**config.mk**
```make
export PLATFORM = sky130hd
export DESIGN_NAME = pll_mode_phase_control_regs
export DESIGN_NICKNAME = d
export VERILOG_FILES = /design/src/core/pll_regs_pkg.sv /design/src/core/restart_detect.sv /design/src/core/pll_mode_phase_control_regs.sv
export SDC_FILE = /design/constraint.sdc
export NUM_CORES = 1
export LEC_CHECK = 0
export BUFFER_PORTS_ARGS = -buffer_cell sky130_fd_sc_hd__buf_2
export CORE_UTILIZATION = 30
export CTS_BUF_LIST = sky130_fd_sc_hd__clkbuf_4
export DETAILED_ROUTE_END_ITERATION = 8
export HOLD_SLACK_MARGIN = 0.05
export PLACE_DENSITY = 0.54
export SYNTH_ARGS = -nofsm -noshare
export SYNTH_HDL_FRONTEND = slang
export SYNTH_HIERARCHICAL = 1
export SYNTH_SLANG_ARGS = --single-unit
```
**constraint.sdc**
```tcl
create_clock -name clk_sys -period 3.99 [get_ports clk_sys]
set_input_delay 0.1995 -clock clk_sys [delete_from_list [all_inputs] [get_ports clk_sys]]
set_output_delay 0.1995 -clock clk_sys [all_outputs]
set_load 0.05 [all_outputs]
```
**src/core/pll_regs_pkg.sv**
```systemverilog
// Package with register map, field positions and reset values for the PLL control registers
package pll_regs_pkg;
  localparam int unsigned REG_W = 8;
  localparam logic [1:0] IDX_MODE_STATUS = 2'h0;
  localparam logic [1:0] IDX_PHASE_CTRL = 2'h1;
  localparam logic [1:0] IDX_DAC_LOW = 2'h2;
  localparam logic [1:0] IDX_SHARED = 2'h3;
  // First control register fields
  localparam int unsigned MS_MODE_BIT = 7;
  localparam int unsigned MS_TRIG_OFF_BIT = 6;
  localparam int unsigned MS_SRC_LSB = 4;
  localparam int unsigned MS_RESTART_BIT = 3;
  localparam int unsigned MS_PFD_BIT = 2;
  localparam int unsigned MS_GAIN_BIT = 1;
  localparam int unsigned MS_LOCK_BIT = 0;
  // Second control register fields
  localparam int unsigned PC_FORCE_LOCK_BIT = 7;
  localparam int unsigned PC_GAIN_BIT = 6;
  localparam int unsigned PC_SHARED_SEL_BIT = 5;
  localparam int unsigned PC_HALF_BIT = 4;
  localparam int unsigned PC_PHASE_LSB = 0;
  localparam int unsigned PHASE_W = 4;
  // Reset values
  localparam logic [7:0] MODE_STATUS_RST = 8'h00;
  localparam logic [7:0] PHASE_CTRL_RST = 8'h00;
  localparam logic [7:0] DAC_BYTE_RST = 8'h00;
  localparam logic [3:0] TRIG_DELAY_RST = 4'h0;
  // Phase step in picoseconds and half period
  localparam int unsigned PHASE_STEP_PS = 1040;
  localparam int unsigned HALF_PERIOD_PS = 12475;
  localparam int unsigned PHASE_PS_W = 16;

  typedef enum logic [1:0] {
    SRC_TRIGGER,
    SRC_UP_N,
    SRC_DOWN_N,
    SRC_COMPARATOR
  } out_src_t;

  typedef struct packed {
    logic [1:0] index;
    logic [7:0] wdata;
    logic wr;
    logic rd;
  } reg_req_t;

  typedef struct packed {
    logic cal_done;
    logic cal_high_gain;
    logic [15:0] cal_dac;
    logic upset_seen;
  } cal_status_t;
endpackage : pll_regs_pkg

```
**src/core/restart_detect.sv**
```systemverilog
// Detector for a one-then-zero write sequence on the restart bit
`timescale 1ns/100ps
`default_nettype none
module restart_detect (
  input wire logic clk_sys,
  input wire logic resetn,
  input wire logic wr_strobe,
  input wire logic wr_bit,
  output logic restart_pulse
);
  logic armed_q;

  // Only the very next write after a one can fire the restart
  always_ff @(posedge clk_sys or negedge resetn) begin
    if (!resetn) begin
      armed_q <= 1'b0;
    end else if (wr_strobe) begin
      armed_q <= wr_bit;
    end
  end

  assign restart_pulse = wr_strobe && armed_q && !wr_bit;

  property p_no_restart_on_one;
    @(posedge clk_sys) disable iff (!resetn)
    (wr_strobe && wr_bit) |-> !restart_pulse;
  endproperty
  a_no_restart_on_one : assert property (p_no_restart_on_one)
    else $error("restart fired on a write of one");
endmodule // restart_detect
`default_nettype wire

```
**src/core/pll_mode_phase_control_regs.sv**
```systemverilog
// Mode, trigger routing, restart and phase control registers of the clock recovery PLL
// Contract
// - Any reset clears the mode bit, selecting normal auto-calibrated operation.
// - Mode bit one hands loop control and bias to the host registers.
// - Bit 6 at zero enables both trigger outputs, one disables; resets zero.
// - Bits 5:4 route trigger, inverted up, inverted down or comparator.
// - Writing one then zero to bit 3 restarts the loop.
// - Reading bit 3 returns the sticky upset flag.
// - Bit 2 forces the PFD only in test mode.
// - Bit 1 reads back the calibration loop-gain output normally, second-register bit 6 in test mode.
// - Bit 0 reads one after calibration and lock complete.
// - In test mode second-register bit 7 forces calibration complete.
// - In test mode second-register bit 6 sets loop gain directly.
// - Second-register bit 5 picks DAC high byte or delay at index 3.
// - Second-register bit 4 selects the upper half of the period.
// - Phase equals field times 1.04ns plus half period when selected.
// - Each access is one byte; two index bits select the register.
// - Software or hardware reset restarts calibration and restores defaults.
// - DAC reads give calibration value normally, host value in test mode.
`timescale 1ns/100ps
`default_nettype none
module pll_mode_phase_control_regs
  import pll_regs_pkg::*;
(
  input wire logic clk_sys,
  input wire logic resetn,
  input wire pll_regs_pkg::reg_req_t req,
  output logic [7:0] rdata_q,
  input wire pll_regs_pkg::cal_status_t cal,
  input wire logic trig_decoded,
  input wire logic pd_up,
  input wire logic pd_down,
  input wire logic loop_comparator,
  output logic trigger_out_a,
  output logic trigger_out_b,
  output logic test_mode,
  output logic force_pfd_use,
  output logic loop_gain_status,
  output logic cal_done_eff,
  output logic [15:0] vco_bias,
  output logic [3:0] trig_delay,
  output logic [3:0] phase_field,
  output logic phase_half_sel,
  output logic [15:0] phase_ps,
  output logic loop_restart
);
  import pll_regs_pkg::*;

  logic [7:0] mode_q;
  logic [7:0] phase_ctrl_q;
  logic [7:0] dac_low_q;
  logic [7:0] dac_high_q;
  logic [3:0] delay_q;
  logic soft_rst;
  logic wr_mode;
  logic trig_sel;
  logic trig_q;
  out_src_t src;

  assign wr_mode = req.wr && (req.index == IDX_MODE_STATUS);

  restart_detect u_restart (
    .clk_sys(clk_sys),
    .resetn(resetn),
    .wr_strobe(wr_mode),
    .wr_bit(req.wdata[MS_RESTART_BIT]),
    .restart_pulse(soft_rst)
  );

  // Restart pulse goes to the calibration engine as well
  assign loop_restart = soft_rst;

  always_ff @(posedge clk_sys or negedge resetn) begin
    if (!resetn) begin
      mode_q <= MODE_STATUS_RST;
    end else if (soft_rst) begin
      mode_q <= MODE_STATUS_RST;
    end else if (wr_mode) begin
      mode_q <= req.wdata;
    end
  end

  always_ff @(posedge clk_sys or negedge resetn) begin
    if (!resetn) begin
      phase_ctrl_q <= PHASE_CTRL_RST;
    end else if (soft_rst) begin
      phase_ctrl_q <= PHASE_CTRL_RST;
    end else if (req.wr && req.index == IDX_PHASE_CTRL) begin
      phase_ctrl_q <= req.wdata;
    end
  end

  always_ff @(posedge clk_sys or negedge resetn) begin
    if (!resetn) begin
      dac_low_q <= DAC_BYTE_RST;
      dac_high_q <= DAC_BYTE_RST;
      delay_q <= TRIG_DELAY_RST;
    end else if (soft_rst) begin
      dac_low_q <= DAC_BYTE_RST;
      dac_high_q <= DAC_BYTE_RST;
      delay_q <= TRIG_DELAY_RST;
    end else if (req.wr) begin
      if (req.index == IDX_DAC_LOW) begin
        dac_low_q <= req.wdata;
      end else if (req.index == IDX_SHARED) begin
        if (phase_ctrl_q[PC_SHARED_SEL_BIT]) begin
          delay_q <= req.wdata[3:0];
        end else begin
          dac_high_q <= req.wdata;
        end
      end
    end
  end

  assign test_mode = mode_q[MS_MODE_BIT];
  assign force_pfd_use = test_mode && mode_q[MS_PFD_BIT];
  assign loop_gain_status = test_mode ? phase_ctrl_q[PC_GAIN_BIT] : cal.cal_high_gain;
  assign cal_done_eff = cal.cal_done || (test_mode && phase_ctrl_q[PC_FORCE_LOCK_BIT]);
  assign vco_bias = test_mode ? {dac_high_q, dac_low_q} : cal.cal_dac;
  assign trig_delay = delay_q;
  assign phase_field = phase_ctrl_q[PC_PHASE_LSB +: PHASE_W];
  assign phase_half_sel = phase_ctrl_q[PC_HALF_BIT];
  // Host is expected to keep the field within 1..11; larger codes are passed unchanged
  assign phase_ps = 16'(32'(phase_field) * PHASE_STEP_PS
                        + (phase_half_sel ? HALF_PERIOD_PS : 0));

  assign src = out_src_t'(mode_q[MS_SRC_LSB +: 2]);
  always_comb begin
    case (src)
      SRC_TRIGGER: trig_sel = trig_decoded;
      SRC_UP_N: trig_sel = !pd_up;
      SRC_DOWN_N: trig_sel = !pd_down;
      SRC_COMPARATOR: trig_sel = loop_comparator;
      default: trig_sel = 1'b0;
    endcase
  end

  always_ff @(posedge clk_sys or negedge resetn) begin
    if (!resetn) begin
      trig_q <= 1'b0;
    end else begin
      trig_q <= trig_sel && !mode_q[MS_TRIG_OFF_BIT];
    end
  end
  assign trigger_out_a = trig_q;
  assign trigger_out_b = trig_q;

  // Read data registered one cycle after the read strobe
  always_ff @(posedge clk_sys or negedge resetn) begin
    if (!resetn) begin
      rdata_q <= 8'h00;
    end else if (req.rd) begin
      case (req.index)
        IDX_MODE_STATUS: rdata_q <= {mode_q[7:4], cal.upset_seen, mode_q[MS_PFD_BIT],
                                     loop_gain_status, cal_done_eff};
        IDX_PHASE_CTRL: rdata_q <= phase_ctrl_q;
        IDX_DAC_LOW: rdata_q <= test_mode ? dac_low_q : cal.cal_dac[7:0];
        IDX_SHARED: rdata_q <= phase_ctrl_q[PC_SHARED_SEL_BIT] ? {4'h0, delay_q}
                               : (test_mode ? dac_high_q : cal.cal_dac[15:8]);
        default: rdata_q <= 8'h00;
      endcase
    end
  end

  property p_reset_mode;
    @(posedge clk_sys) disable iff (!resetn)
    soft_rst |=> !test_mode;
  endproperty
  a_reset_mode : assert property (p_reset_mode)
    else $error("mode not cleared by restart");

  // Restart must also drop the phase setting and the delay, not only the mode
  property p_reset_regs;
    @(posedge clk_sys) disable iff (!resetn)
    soft_rst |=> (phase_ctrl_q == PHASE_CTRL_RST) && (delay_q == TRIG_DELAY_RST);
  endproperty
  a_reset_regs : assert property (p_reset_regs)
    else $error("registers not cleared by restart");

  property p_trig_off;
    @(posedge clk_sys) disable iff (!resetn)
    $past(mode_q[MS_TRIG_OFF_BIT]) |-> !trigger_out_a && !trigger_out_b;
  endproperty
  a_trig_off : assert property (p_trig_off)
    else $error("trigger not disabled");

  property p_pfd;
    @(posedge clk_sys) disable iff (!resetn)
    !test_mode |-> !force_pfd_use;
  endproperty
  a_pfd : assert property (p_pfd)
    else $error("pfd forced outside test");

  property p_gain;
    @(posedge clk_sys) disable iff (!resetn)
    !test_mode |-> loop_gain_status == cal.cal_high_gain;
  endproperty
  a_gain : assert property (p_gain)
    else $error("gain not mirrored");

  property p_force_lock;
    @(posedge clk_sys) disable iff (!resetn)
    (test_mode && phase_ctrl_q[PC_FORCE_LOCK_BIT]) |-> cal_done_eff;
  endproperty
  a_force_lock : assert property (p_force_lock)
    else $error("lock not forced");

  property p_bias;
    @(posedge clk_sys) disable iff (!resetn)
    test_mode |-> vco_bias == {dac_high_q, dac_low_q};
  endproperty
  a_bias : assert property (p_bias)
    else $error("bias not from host");

  property p_upset;
    @(posedge clk_sys) disable iff (!resetn)
    (req.rd && req.index == IDX_MODE_STATUS)
      |=> rdata_q[MS_RESTART_BIT] == $past(cal.upset_seen);
  endproperty
  a_upset : assert property (p_upset)
    else $error("upset flag wrong");

  // Delay readback must not leak the unused upper nibble
  property p_shared_read;
    @(posedge clk_sys) disable iff (!resetn)
    (req.rd && req.index == IDX_SHARED && phase_ctrl_q[PC_SHARED_SEL_BIT])
      |=> rdata_q == {4'h0, $past(delay_q)};
  endproperty
  a_shared_read : assert property (p_shared_read)
    else $error("shared index read wrong");

  property p_phase;
    @(posedge clk_sys) disable iff (!resetn)
    phase_ps == 16'(32'(phase_field) * PHASE_STEP_PS
                    + (phase_half_sel ? HALF_PERIOD_PS : 0));
  endproperty
  a_phase : assert property (p_phase)
    else $error("phase wrong");
endmodule // pll_mode_phase_control_regs
`default_nettype wire

```
==> impl_metrics.json <==
{
  "maxClockFrequency_ghz": 0.439,
  "wl_um": 7200,
  "yosys.area_share.adder_pct": 3.52,
  "synth.area.top_cells": "sky130_fd_sc_hd__dfrtp_1 42%, sky130_fd_sc_hd__mux2_2 11%, sky130_fd_sc_hd__mux2i_1 5.1%",
  "rows": 33,
  "stdcell_area_sq_um": 3040,
  "numCtsBuffers": 5,
  "yosys_warnings": 6,
  "cellPowerDensity_nw_per_um2": 633,
  "die_w_um": 94.4,
  "crit-reg2reg-capture": "rdata_q[1]$_DFFE_PN0P_",
  "syn_avg_cell_area_sq_um": 10.3,
  "leakage_power_summed_over_all_cells_nw": 1.49,
  "critical_path.max_stage_delay_ns": 0.56,
  "clock_tree.htree_level_count": 2,
  "netlist.area_leader.share_pct": 42.0,
  "timing.max_cap.violations": 0,
  "final-instance-count-excl-fill": 425,
  "worstPathMaxFanout": 12,
  "fillerInstances": 895,
  "drt-initial-drc-count": 81,
  "clock_pin_transition_on_the_worst_setup_and_hold_timing_paths_ns": 0.14,
  "dp.cells": 416,
  "relSlewSlack_pct": 32.6,
  "ctsRootBufferMaster": "sky130_fd_sc_hd__clkbuf_4",
  "seq_area_sq_um": 1080,
  "timing.final.crit_period_ns": 2.28,
  "hold_viol": 0,
  "largest_net_degree_at_the_start_of_global_routing": 44,
  "detailed_place_hpwl_um": 5160,
  "ir_worst_vdd_uv": 324,
  "post-cts-setup-buffer-count": 0,
  "ctsHoldBuffers": 1,
  "ant_nets": 0,
  "period_share_pct": 57.1,
  "synth_compound_area_share_pct": 10.9,
  "min_from": "req[4]",
  "post_cts_resized": 0,
  "antennaDiodeCount": 0,
  "r2r-start": "mode_q[7]$_DFFE_PN0P_",
  "critPathLaunch": "phase_ctrl_q[4]$_DFFE_PN0P_",
  "numPortBuffers": 89,
  "critical_path_depth": 4,
  "wire_per_inst_um": 16.9,
  "post_synth_arst_share_pct": 100,
  "synth-simple-area-share_pct": 16.9,
  "crit_path_end_kind": "output pin",
  "design.die.area_sq_um": 8910,
  "grt_usage_pct": 16.7,
  "critPathArrivalTime_ns": 2.08,
  "synth.most_common_cell": "sky130_fd_sc_hd__dfrtp_1",
  "critPathBufInv": 1,
  "yosysTopAreaCell": "sky130_fd_sc_hd__dfrtp_1",
  "cts_buffer_depth": 2,
  "fp.coreArea_sq_um": 8260,
  "synth_common_cells": "43 x sky130_fd_sc_hd__dfrtp_1, 25 x sky130_fd_sc_hd__mux2_2, 25 x sky130_fd_sc_hd__nand2_1",
  "final_setup_violation_count": 0,
  "ff2ff_path_depth": 3,
  "grt_pass1_wl_um": 11200,
  "seq_area_frac_synth_pct": 42.0,
  "clk_latency_ns": 0.36,
  "critPathKind": "reg2out",
  "ff2ff_setup_slack_ns": 1.93,
  "synth-edff-count": 0,
  "die_y_um": 94.4,
  "place_area_sq_um": 2950,
  "worstSetupStartpointType": "register",
  "final_max_slew_viol_count": 0,
  "globalRoute.totalOverflow": 0,
  "layout-drive-gt1-share_pct": 40.9,
  "multiInputGateArea_sq_um": 1280,
  "synth.distinct_cells": 45,
  "syn-instance-count": 249,
  "final.setup_skew_ns": 0.0114,
  "finalWeightedCongestion": 0.697,
  "synthXorXnorAreaFrac_pct": 0.684,
  "worst-endpoint-required_ns": 3.79,
  "routed-via-count": 2114,
  "tns_setup_ns": 0,
  "route.detailed.vias_per_inst": 4.97,
  "max_slew.worst_pin.slew_ns": 1.01,
  "yosys_register_bits": 43,
  "synth.area.mux_share_pct": 17.5,
  "cts_tree": "done",
  "final_net_count": 362,
  "initial_antenna_violation_count": 0,
  "layout-area-overhead-vs-synth_pct": 18.6,
  "pin_count": 93,
  "hp-class": "in2reg",
  "remaining_drc_errors": 0,
  "cpLargestDelayFamily": "adder cells",
  "clock_net_sink_count": 43,
  "outcome": "completed",
  "worstPathCellList": "ha_1 > fa_1 > xor2_1 > buf_2",
  "number_of_global_route_vias_before_repair": 2074,
  "drtPass1Iterations": 4,
  "floorplan.initialDensity_pct": 31.0,
  "grt_setup_unrepaired": "no",
  "dominantRegCellSynth": "sky130_fd_sc_hd__dfrtp_1",
  "synthesized_area_sq_um": 2560,
  "main_combinational_cell_family_by_area_after_synthesis": "multiplexers",
  "crit_path_end": "phase_ps[6]",
  "slowest_stage": "sky130_fd_sc_hd__dfrtp_1"
}
## final cells by class
| class | count | share of cell area, % |
|---|---|---|
| tap | 105 | 4.32 |
| clock inverter | 3 | 1.28 |
| clock buffer | 5 | 1.24 |
| multi-input combinational | 174 | 42.1 |
| inverter | 5 | 0.618 |
| timing repair buffer | 90 | 15.0 |
| sequential | 43 | 35.4 |
## layer usage
metal  vias to the layer above  routed length [um]  track usage (%)
met5                         -                   0                0
met1                      1035                3210             23.0
met2                        72                3430             26.8
met4                         0                  70             3.97
li1                       1001                   -                -
met3                         6                 485             3.38
## where the power goes
part | internal [W] | switching, W
sequential | 0.000534 | 0.000103
combinational | 0.000272 | 0.000736
clock | 0.000129 | 0.000147
total | 0.000935 | 0.000986
## how the worst min path moves through the flow
stage	endpoint	slack, ns	depth (start not counted)
2_1_floorplan	dac_high_q[0]$_DFFE_PN0P_	-0.1	0
3_3_place_gp	rdata_q[6]$_DFFE_PN0P_	0.43	1
3_5_place_dp	rdata_q[6]$_DFFE_PN0P_	0.42	1
4_1_cts	dac_high_q[6]$_DFFE_PN0P_	0.09	3
5_1_grt	dac_high_q[1]$_DFFE_PN0P_	0.08	3
6_report	dac_high_q[2]$_DFFE_PN0P_	0.11	3
## sequential cells by signal, indices dropped and copies added (netlist names)
name,cells
trigger_out_a,1
phase_ctrl_q,8
dac_high_q,8
dac_low_q,8
u_restart/armed_q,1
mode_q,5
trig_delay,4
rdata_q,8
## stage by stage
stage / utilization [%] / setup WS [ns] / power, W / hold WS (ns)
floorplan: - / 1.61 / 0.00148 / -0.0961
global placement: 35.7 / 1.71 / 0.00166 / 0.430
detailed placement: 35.7 / 1.63 / 0.00166 / 0.424
CTS: 36.8 / 1.68 / 0.00194 / 0.0937
global route: 36.8 / 1.57 / 0.00202 / 0.0819
finish: 36.8 / 1.71 / 0.00192 / 0.107
## cell usage in the layout, fill, tap and decap left out, types with 2 or more instances in the layout
cell | netlist | layout
sky130_fd_sc_hd__o41ai_1 | 2 | 2
sky130_fd_sc_hd__mux2_2 | 25 | 25
sky130_fd_sc_hd__a21boi_1 | 2 | 2
sky130_fd_sc_hd__mux2i_1 | 13 | 13
sky130_fd_sc_hd__nand2b_1 | 6 | 6
sky130_fd_sc_hd__or2_2 | 2 | 2
sky130_fd_sc_hd__nor2_1 | 20 | 20
sky130_fd_sc_hd__buf_2 | 5 | 89
sky130_fd_sc_hd__ha_1 | 4 | 4
sky130_fd_sc_hd__inv_1 | 4 | 4
sky130_fd_sc_hd__a21o_1 | 2 | 2
sky130_fd_sc_hd__or2b_1 | 2 | 2
sky130_fd_sc_hd__nor4_1 | 3 | 3
sky130_fd_sc_hd__o211ai_1 | 2 | 2
sky130_fd_sc_hd__nor2b_1 | 8 | 8
sky130_fd_sc_hd__fa_1 | 2 | 2
sky130_fd_sc_hd__a211oi_1 | 3 | 3
sky130_fd_sc_hd__nor3_1 | 3 | 3
sky130_fd_sc_hd__a221oi_1 | 9 | 9
sky130_fd_sc_hd__a22oi_1 | 2 | 2
sky130_fd_sc_hd__clkbuf_4 | 0 | 5
sky130_fd_sc_hd__conb_1 | 1 | 3
sky130_fd_sc_hd__dfrtp_1 | 43 | 43
sky130_fd_sc_hd__nand2_1 | 25 | 25
sky130_fd_sc_hd__nand3_1 | 5 | 5
sky130_fd_sc_hd__a21oi_1 | 16 | 16
## kinds of logic after synthesis
logic type / count (synthesis)
AND/OR/NAND/NOR: 83
flip-flops: 43
AO/OA/AOI/OAI: 40
multiplexers: 40
buffers and inverters: 34
adder cells (fa/ha/maj): 6
XOR/XNOR: 2
other: 1
## worst reg2reg max path: stages, from the launching register on
cell and delay (ns):
sky130_fd_sc_hd__dfrtp_1 1.00, sky130_fd_sc_hd__mux2_2 0.44, sky130_fd_sc_hd__a221oi_1 0.40, sky130_fd_sc_hd__a21oi_1 0.12
No activity file was read; power rests on OpenSTA's default activity.
